## config.mk

```make
export PLATFORM = sky130hd
export DESIGN_NAME = psm_ctrl
export DESIGN_NICKNAME = d
export VERILOG_FILES = /design/src/psm_pkg.sv /design/src/psm_sync.sv /design/src/psm_periph_gate.sv /design/src/psm_ctrl.sv
export VERILOG_INCLUDE_DIRS = /design/src
export SDC_FILE = /design/constraint.sdc
export NUM_CORES = 1
export LEC_CHECK = 0
export BUFFER_PORTS_ARGS = -buffer_cell sky130_fd_sc_hd__buf_2
export CORE_MARGIN = 2
export CORE_UTILIZATION = 47
export CTS_BUF_LIST = sky130_fd_sc_hd__clkbuf_8
export CTS_CLUSTER_DIAMETER = 200
export DETAILED_ROUTE_END_ITERATION = 6
export GPL_TIMING_DRIVEN = 1
export PLACE_DENSITY = 0.87
export SLEW_MARGIN = 20
export SYNTH_ARGS = -nofsm -noshare
export SYNTH_HDL_FRONTEND = slang
export SYNTH_HIERARCHICAL = 1
export SYNTH_SLANG_ARGS = --single-unit
```

## constraint.sdc

```tcl
create_clock -name mclk_in -period 2.6 [get_ports mclk_in]
set_input_delay 0.52 -clock mclk_in [delete_from_list [all_inputs] [get_ports mclk_in]]
set_output_delay 0.52 -clock mclk_in [all_outputs]
set_load 0.01 [all_outputs]
```

## src/psm_params.svh

```systemverilog
// psm_params.svh - field positions, reset values and cycle counts of the power save block
`ifndef PSM_PARAMS_SVH
`define PSM_PARAMS_SVH

// ****************************************************************
// reset control register fields
// ****************************************************************
`define PSM_CORE_REG_KEEP_BIT  8
`define PSM_FLASH_REG_KEEP_BIT 11
`define PSM_RCTL_WIDTH         16

// ****************************************************************
// reset values
// ****************************************************************
`define PSM_CLK_SEL_RST        3'h0
`define PSM_CNT_RST            2'h0

// ****************************************************************
// wake timing, in system clock cycles from wake decision to resume
// ****************************************************************
`define PSM_WAKE_MIN_CYC       2
`define PSM_WAKE_MAX_CYC       4
`define PSM_IDLE_WAKE_CNT      2'h1
`define PSM_SLEEP_WAKE_CNT     2'h2

`endif

```

## src/psm_pkg.sv

```systemverilog
// psm_pkg.sv - types shared by the power save block
package psm_pkg;

  // ****************************************************************
  // requested mode, taken from the power save instruction operand
  // ****************************************************************
  typedef enum logic
  {
    PSM_MODE_SLEEP = 1'b0,
    PSM_MODE_IDLE  = 1'b1
  } psm_mode_e;

  // ****************************************************************
  // controller states, gray coded along run-enter-sleep-wake-run; idle to wake changes all three bits
  // ****************************************************************
  typedef enum logic [2:0]
  {
    PSM_ST_RUN   = 3'h0,
    PSM_ST_ENTER = 3'h1,
    PSM_ST_SLEEP = 3'h3,
    PSM_ST_IDLE  = 3'h5,
    PSM_ST_WAKE  = 3'h2
  } psm_state_e;

  typedef logic [2:0] psm_clk_sel_t;

  // ****************************************************************
  // register state of the controller
  // ****************************************************************
  typedef struct packed
  {
    psm_state_e   state;
    logic [1:0]   cnt;
    psm_clk_sel_t clk_sel;
    logic         deferred;
    logic         wdt_clr;
    logic         resume;
    psm_mode_e    mode;
  } psm_state_s;

  // ****************************************************************
  // power save request from the core
  // ****************************************************************
  typedef struct packed
  {
    logic      valid;
    psm_mode_e mode;
  } psm_req_s;

endpackage

```

## src/psm_sync.sv

```systemverilog
// psm_sync.sv - two flip-flop synchroniser for a group of levels
`timescale 1ns/100ps

module psm_sync
  import psm_pkg::*;
#(
  parameter int WIDTH = 1
)
(
  // clock and reset
  input  wire logic             mclk_in,
  input  wire logic             rst_in,
  // levels
  input  wire logic [WIDTH-1:0] async_in,
  output logic      [WIDTH-1:0] sync_out
);

  logic [WIDTH-1:0] meta_q;
  logic [WIDTH-1:0] sync_q;

  // meta_q feeds sync_q only
  always_ff @(posedge mclk_in or posedge rst_in)
  begin
    if (rst_in)
    begin
      meta_q <= '0;
      sync_q <= '0;
    end
    else
    begin
      meta_q <= async_in;
      sync_q <= meta_q;
    end
  end

  assign sync_out = sync_q;

endmodule

```

## src/psm_periph_gate.sv

```systemverilog
// psm_periph_gate.sv - clock enable of one peripheral in the power save modes
`timescale 1ns/100ps

module psm_periph_gate
  import psm_pkg::*;
(
  // mode decode
  input  wire logic in_sleep_in,
  input  wire logic in_idle_in,
  // peripheral properties
  input  wire logic needs_sysclk_in,
  input  wire logic stop_in_idle_bit_in,
  // enable
  output logic      run_en_out
);

  // peripherals clocked from an external input keep running in sleep
  assign run_en_out = !(in_sleep_in && needs_sysclk_in)
                   && !(in_idle_in && stop_in_idle_bit_in);

endmodule

```

## src/psm_ctrl.sv

```systemverilog
// psm_ctrl.sv - sleep and idle power save controller
`timescale 1ns/100ps
`include "psm_params.svh"

module psm_ctrl
  import psm_pkg::*;
#(
  parameter int N_IRQ    = 8,
  parameter int N_PERIPH = 8
)
(
  // clock and reset
  input  wire logic                       mclk_in,
  input  wire logic                       rst_in,
  // power save request from the core
  input  wire psm_req_s                   psave_req_in,
  input  wire psm_clk_sel_t               clk_sel_in,
  input  wire logic                       clk_src_onchip_in,
  // configuration
  input  wire logic [`PSM_RCTL_WIDTH-1:0] reset_control_register_in,
  input  wire logic                       wdt_enabled_in,
  input  wire logic                       clk_monitor_en_in,
  // wake sources
  input  wire logic [N_IRQ-1:0]           irq_flag_in,
  input  wire logic [N_IRQ-1:0]           irq_enable_in,
  input  wire logic                       reset_event_in,
  input  wire logic                       wdt_timeout_in,
  // peripheral properties
  input  wire logic [N_PERIPH-1:0]        periph_needs_sysclk_in,
  input  wire logic [N_PERIPH-1:0]        stop_in_idle_bit_in,
  // clock and oscillator control
  output logic                            sys_clk_en_out,
  output logic                            osc_en_out,
  output logic                            core_clk_en_out,
  output logic                            low_power_rc_clock_run_out,
  output logic                            clock_failure_monitor_active_out,
  output psm_clk_sel_t                    clk_sel_out,
  // watchdog
  output logic                            wdt_clear_out,
  // regulators
  output logic                            core_reg_standby_out,
  output logic                            flash_reg_standby_out,
  // peripherals
  output logic [N_PERIPH-1:0]             periph_run_en_out,
  output logic                            input_change_notification_en_out,
  // core status
  output logic                            in_sleep_out,
  output logic                            in_idle_out,
  output logic                            resume_out
);

  // ****************************************************************
  // synchronised wake sources
  // ****************************************************************
  logic [N_IRQ-1:0] irq_flag_s;
  logic [1:0]       evt_s;
  logic             irq_wake;
  logic             wake_any;

  // interrupt flags may come from peripherals on an external clock
  psm_sync #(
    .WIDTH (N_IRQ)
  ) u_irq_sync (
    .mclk_in  (mclk_in),
    .rst_in   (rst_in),
    .async_in (irq_flag_in),
    .sync_out (irq_flag_s)
  );

  // reset request and watchdog time-out come from other clock domains
  psm_sync #(
    .WIDTH (2)
  ) u_evt_sync (
    .mclk_in  (mclk_in),
    .rst_in   (rst_in),
    .async_in ({reset_event_in, wdt_timeout_in}),
    .sync_out (evt_s)
  );

  assign irq_wake = |(irq_flag_s & irq_enable_in);
  assign wake_any = irq_wake || evt_s[1] || evt_s[0];

  // ****************************************************************
  // controller state
  // ****************************************************************
  psm_state_s st_q;
  psm_state_s st_d;

  always_comb
  begin
    st_d         = st_q;
    st_d.wdt_clr = 1'b0;
    st_d.resume  = 1'b0;
    unique case (st_q.state)
      PSM_ST_RUN:
      begin
        st_d.clk_sel  = clk_sel_in;
        st_d.deferred = 1'b0;
        if (psave_req_in.valid)
        begin
          st_d.state   = PSM_ST_ENTER;
          st_d.mode    = psave_req_in.mode;
          st_d.wdt_clr = 1'b1;
        end
      end
      PSM_ST_ENTER:
      begin
        // wake events are held off until the mode is reached
        st_d.deferred = wake_any;
        if (st_q.mode == PSM_MODE_SLEEP)
        begin
          st_d.state = PSM_ST_SLEEP;
        end
        else
        begin
          st_d.state = PSM_ST_IDLE;
        end
      end
      PSM_ST_SLEEP:
      begin
        if (wake_any || st_q.deferred)
        begin
          st_d.state    = PSM_ST_WAKE;
          st_d.cnt      = `PSM_SLEEP_WAKE_CNT;
          st_d.deferred = 1'b0;
        end
      end
      PSM_ST_IDLE:
      begin
        if (wake_any || st_q.deferred)
        begin
          st_d.state    = PSM_ST_WAKE;
          st_d.cnt      = `PSM_IDLE_WAKE_CNT;
          st_d.deferred = 1'b0;
        end
      end
      PSM_ST_WAKE:
      begin
        if (st_q.cnt == 2'h0)
        begin
          st_d.state  = PSM_ST_RUN;
          st_d.resume = 1'b1;
        end
        else
        begin
          st_d.cnt = st_q.cnt - 2'h1;
        end
      end
      default:
      begin
        st_d.state = PSM_ST_RUN;
      end
    endcase
  end

  always_ff @(posedge mclk_in or posedge rst_in)
  begin
    if (rst_in)
    begin
      st_q.state    <= PSM_ST_RUN;
      st_q.cnt      <= `PSM_CNT_RST;
      st_q.clk_sel  <= `PSM_CLK_SEL_RST;
      st_q.deferred <= 1'b0;
      st_q.wdt_clr  <= 1'b0;
      st_q.resume   <= 1'b0;
      st_q.mode     <= PSM_MODE_SLEEP;
    end
    else
    begin
      st_q <= st_d;
    end
  end

  // ****************************************************************
  // mode decode and clock control
  // ****************************************************************
  logic in_sleep;
  logic in_idle;
  logic core_keep;
  logic flash_keep;

  assign in_sleep   = (st_q.state == PSM_ST_SLEEP);
  assign in_idle    = (st_q.state == PSM_ST_IDLE);
  assign core_keep  = reset_control_register_in[`PSM_CORE_REG_KEEP_BIT];
  assign flash_keep = reset_control_register_in[`PSM_FLASH_REG_KEEP_BIT];

  assign sys_clk_en_out = !in_sleep;
  // an off-chip source is only gated, its oscillator is not ours to stop
  assign osc_en_out = !(in_sleep && clk_src_onchip_in);
  // core clock returns in the wake state so the pipeline can refill
  assign core_clk_en_out = !in_sleep && !in_idle
                        && (st_q.state != PSM_ST_ENTER);
  assign clock_failure_monitor_active_out = clk_monitor_en_in && !in_sleep;
  assign low_power_rc_clock_run_out = wdt_enabled_in
                                   || (clk_monitor_en_in && !in_sleep);
  // frozen outside run so wake restarts on the entry source
  assign clk_sel_out = st_q.clk_sel;
  assign wdt_clear_out = st_q.wdt_clr && wdt_enabled_in;

  assign core_reg_standby_out  = in_sleep && !core_keep;
  assign flash_reg_standby_out = in_sleep && !flash_keep;

  assign input_change_notification_en_out = 1'b1;
  assign in_sleep_out = in_sleep;
  assign in_idle_out  = in_idle;
  assign resume_out   = st_q.resume;

  // ****************************************************************
  // peripheral gating
  // ****************************************************************
  for (genvar i = 0; i < N_PERIPH; i++)
  begin : g_periph
    psm_periph_gate u_gate (
      .in_sleep_in         (in_sleep),
      .in_idle_in          (in_idle),
      .needs_sysclk_in     (periph_needs_sysclk_in[i]),
      .stop_in_idle_bit_in (stop_in_idle_bit_in[i]),
      .run_en_out          (periph_run_en_out[i])
    );
  end
endmodule

```

# Word-level counts from Yosys, hierarchy flattened
# Index checks and enable logic that the tools add are counted.
# word_totals
input_bits	60
regBits	32
out_inout_bits	23
# classes
add_sub_neg	1
n_reduce_logical	66
muxes	14
n_eq_ne	11
n_bitwise	1
# ops
operator	count
1-bit logical AND	31
1-bit zero test	21
3-bit case mux with 5 select lines	1
5-bit two-way mux	2
2-bit inequality test, second input constant	5
3-bit two-way mux	3
8-bit bitwise AND	1
4-bit AND reduction	2
8-bit OR reduction	1
3-bit by 2-bit equality test with 1-bit output, second input constant	2
2-bit case mux with 3 select lines	1
3-bit nonzero test	2
1-bit two-way mux	5
1-bit logical OR	4
2-bit AND reduction	2
3-bit by 1-bit equality test with 1-bit output, second input constant	1
3-bit equality test, second input constant	1
3-bit zero test	1
3-bit by 1-bit inequality test with 1-bit output, second input constant	1
1-bit case mux with 3 select lines	1
2-bit zero test	1
2-bit two-way mux	1
2-bit by 1-bit inequality test with 1-bit output, second input constant	1
2-bit OR reduction	1
2-bit by 1-bit subtractor with 2-bit output, second input constant	1

# Logic depth before layout (Yosys ltp)
# depth
ltp_word	7
mapped_depth	6
ltp_nobuf	6

# Modules after synthesis
# The synthesis kept the hierarchy.
# modules_own_cells
mod	n_inst	cells_per_inst	area_per_inst_um2
psm_ctrl	1	80	735.7
psm_sync (u_irq_sync)	1	17	404.1
psm_sync (u_evt_sync)	1	5	103.8
psm_periph_gate	8	1	12.5

# Worst setup path after synthesis
# Ideal clock, no wire load.
# synth_timing
kind	reg2out
start	register st_q[10] in the netlist's numbering
end	output port periph_run_en_out[0]
path_stages_with_launch	5
t_arrival_ps	1494
setup_slack_ps	586
n_path_buf	1
t_required_ps	2080
path_cell_list	dfrtp_1 buf_2 nand2b_1 nor2_1 a22oi_2
# synth_between
elab_chain_cells	4
# synth_rtl
item	line_no	source
start: declaration	psm_ctrl.sv:86	psm_state_s st_q;
start signal: assignment	psm_ctrl.sv:170	st_q <= st_d;
3-bit equality test	psm_ctrl.sv:183	assign in_idle = (st_q.state == PSM_ST_IDLE);
named net in_idle_out	psm_ctrl.sv:48	output logic in_idle_out,
1-bit logical AND	psm_periph_gate.sv:19	&& !(in_idle_in && stop_in_idle_bit_in);
1-bit zero test	psm_periph_gate.sv:19	
1-bit logical AND	psm_periph_gate.sv:19	
end: declaration	psm_ctrl.sv:44	output logic [N_PERIPH-1:0] periph_run_en_out,
# The timed path passes the listed nets, and every way through them passes these cells.

# Final worst setup path
# layout_timing
start	register st_q[11] in the netlist's numbering
end	output port periph_run_en_out[4]
# layout_between
elab_chain_cells	4
# layout_rtl
item	line_no
3-bit by 2-bit equality test with 1-bit output or 3-bit equality test (tied branches)	psm_ctrl.sv:182, psm_ctrl.sv:183
1-bit logical AND, on equally long branches	psm_periph_gate.sv:18, psm_periph_gate.sv:19
1-bit zero test, on equally long branches	psm_periph_gate.sv:18, psm_periph_gate.sv:19
1-bit logical AND *	psm_periph_gate.sv:19
# Mark *: on every way between the ends. The rest lies on a longest branch, timed or not.

==> qor.txt <==
Dpl hpwl = 2241 um
Clock sink count = 32
Setup violators final = 0
Initial antenna violation count = 0
Buf/Inv on CP = 2
Yosys Warn Count = 6
Delay-heaviest family, CP = flip-flops
Sequential area share after synthesis = 59.59%
Pins Over Slew Limit = 0
Vias in the first global route = 1141
Initial core utilization = 49.15%
DRT antenna net count = 0
# Post-CTS Setup Buffers = 0
Synthesized cell area = 1344 sq um
Pre-Repair DR Iteration Count = 4
Top cell type's share of synthesized area = 59.59%
Die width = 57.47 um
Slew @ Worst Pin = 0.5784 ns
Hold buffer count at cts = 0
Worst slew margin = 61.40%
Layout Skew = 0.004332 ns
Crit-path max cell delay = 0.53 ns
Seq cells post-synth = 32
Initial drt markers = 26
Sw power = 0.0005605 W
DRC errors left = 0
Hold Fails Final Rpt = 0
CP cell instances = nor2b_1 > nand2_1 > clkinvlp_4 > a22oi_2 > buf_2
Crit-path max FO = 10
DR vias/cell = 5.224
ANT cells = 0
Main area contributors after synthesis = dfrtp_1 (60%), a22oi_2 (7.4%), inv_1 (2.5%)
Depth of the most critical reg-to-reg path = 4
Total power = 0.001735 W
FF-to-FF setup slack = 0.92 ns
Kind of critical path = flop to output pin
First-pass GRT wire length = 4567 um
VDD IR max = 726.4 uV
Proportion of layout cells with a drive suffix above 1 = 50.28%
Final Core Density = 65.58%
P_int = 0.001174 W
Outcome = complete, no violations
Final Critical Period = 2.414 ns
RR Startpoint = u_irq_sync/sync_out[1]$_DFF_PP0_
Critical path arrival = 1.89 ns
Slowest CP cell = dfrtp_1
Max Cap Viol = 0
GRT overflow = 0
Gpl congestion = 0.7684
WL final = 2709 um
Final Cycle Share = 92.86%
Clk buf depth = 2
Crit path launch type = flop
Core area = 2734 sq um
I/O pins = 83
Nets = 239
Root Driver = clkbuf_8
Final sum of negative setup slack = 0 ns
Yosys top cell by area = dfrtp_1
Synth Area per Inst = 12.22 sq um
RR Endpoint = st_q[8]$_DFFE_PP0P_
Count of different cell masters after synthesis = 36
CTS tree = built
HP Class = input port to async pin
Post-route cell area = 1793 sq um
PwrDens = 967.5 nW/um^2
Sw Share = 32.31%
Mapped Cells = 110
Placed cell area = 1682 sq um
Skew-Pair Late Insertion Delay = 0.27 ns
Fmax = 414.2 MHz
Synth-to-Final Area Change = 33.43%
Largest net degree at the start of global routing = 17
Crit end category = output pin
Critical path required time = 2.08 ns
Syn Nets = 171
CTS buffer count = 5
Wire per inst = 12.90 um
Die span in y = 57.47 um
Total Routing Usage GR = 18.26%
Clock power share = 25.7%
Combinational power share = 35.0%
DR vias = 1097
Leak = 0.8792 nW
Port bufs = 67
Reg power frac = 39.3%
Core Rows = 19
Die area = 3303 sq um
H-tree Lvls = 2
Clk pin slew, worst setup/hold paths = 0.06 ns
RSZ-0062 raised after global routing = false
layout by cell type, fill, tap and decap left out, types with 2 or more instances in the layout:
master,instances
and2_1,3
nand2b_1,3
a22oi_2,8
nand4_1,2
inv_1,9
nand2_1,8
nand3b_1,2
nor2_1,6
o21ai_0,3
buf_2,67
dfrtp_1,32
clkbuf_8,5
mux2_2,3
a22oi_1,2
o21ai_1,2
worst max-delay path by stage:
| stage | from | endpoint | depth (start not counted) |
|---|---|---|---|
| after floorplan | st_q[10]$_DFFE_PP0P_ | periph_run_en_out[0] | 4 |
| after global placement | st_q[10]$_DFFE_PP0P_ | periph_run_en_out[4] | 5 |
| after detailed placement | st_q[10]$_DFFE_PP0P_ | periph_run_en_out[4] | 5 |
| after CTS | st_q[10]$_DFFE_PP0P_ | periph_run_en_out[4] | 5 |
| after global routing | st_q[11]$_DFFE_PP0P_ | periph_run_en_out[4] | 5 |
| final | st_q[11]$_DFFE_PP0P_ | periph_run_en_out[4] | 5 |
state kept, by name (all words and copies together), names as in the netlist:
register and cells:
clk_sel_out 3, resume_out 1, st_q 8, u_evt_sync/meta_q 2
u_evt_sync/sync_out 2, u_irq_sync/meta_q 8, u_irq_sync/sync_out 8
metrics by stage:
| stage | std cells | hold WS [ns] | setup WS [ns] |
|---|---|---|---|
| after CTS | 210 | 0.1322 | 0.1266 |
| final | 210 | 0.1355 | 0.1855 |
| after global routing | 210 | 0.1438 | 0.03967 |
| after floorplan | 110 | 0.2861 | 0.5861 |
| after global placement | 202 | 0.3316 | 0.4908 |
| after detailed placement | 202 | 0.3358 | 0.4067 |
area by class of cell:
cell class                 count  area [sq um]
clock buffer                   5         68.82
inverter                       9         37.54
fill                         220         940.9
multi-input combinational     62         465.4
clock inverter                 3         38.79
sequential                    32         800.8
tap                           31         38.79
timing repair buffer          68         342.8
routing by layer:
metal | wire length (um) | vias up | track usage [%]
li1 | - | 516 | -
met1 | 927 | 512 | 17.44
met2 | 1459 | 67 | 35.71
met3 | 296 | 2 | 4.989
met4 | 26 | 0 | 7.641
met5 | 0 | - | 0
cells in the mapped netlist:
cell,number
a22oi_1,2
dfrtp_1,32
or2_1,1
a31oi_1,1
ha_1,1
nor2b_1,1
nand2_1,8
o2bb2ai_1,1
nand4_1,2
o21ai_0,3
buf_4,4
nor4b_1,1
a211o_1,1
nor2_1,6
o311a_1,1
nand3b_1,2
o21ai_1,2
mux2_4,1
mux2_1,1
a22oi_2,8
nand2b_1,3
a211oi_1,1
buf_2,2
xor2_1,1
a222oi_1,1
conb_1,1
o31ai_1,1
a2bb2oi_1,1
and3_1,1
clkbuf_1,1
o21a_1,1
and2_1,3
inv_1,9
nor3_2,1
a22o_2,1
mux2_2,3
power by group through the flow:
stage,logic (W),registers [W],clock network (W)
2_1_floorplan,0.000498,0.000637,0
5_1_grt,0.000670,0.000696,0.000477
3_3_place_gp,0.000583,0.000683,0
4_1_cts,0.000612,0.000682,0.000458
3_5_place_dp,0.000608,0.000693,0
6_report,0.000608,0.000681,0.000446
kinds of logic (layout without fill, tap and decap cells):
logic type | count (synthesis) | count (layout) | share of synthesized area (%)
adder cells (fa/ha/maj) | 1 | 1 | 0.9309
AND/OR/NAND/NOR | 29 | 29 | 11.55
multiplexers | 5 | 5 | 4.469
flip-flops | 32 | 32 | 59.59
other | 1 | 1 | 0.2791
XOR/XNOR | 1 | 1 | 0.6519
buffers and inverters | 16 | 85 | 5.772
AO/OA/AOI/OAI | 25 | 25 | 16.76
timing repair:
| action | in CTS | in global routing |
|---|---|---|
| endpoints found under the setup margin | 0 | 2 |
| endpoints found under the hold margin | 0 | 0 |
| resized for setup | 0 | 1 |
Note: power is estimated with default switching activity, not from simulation.
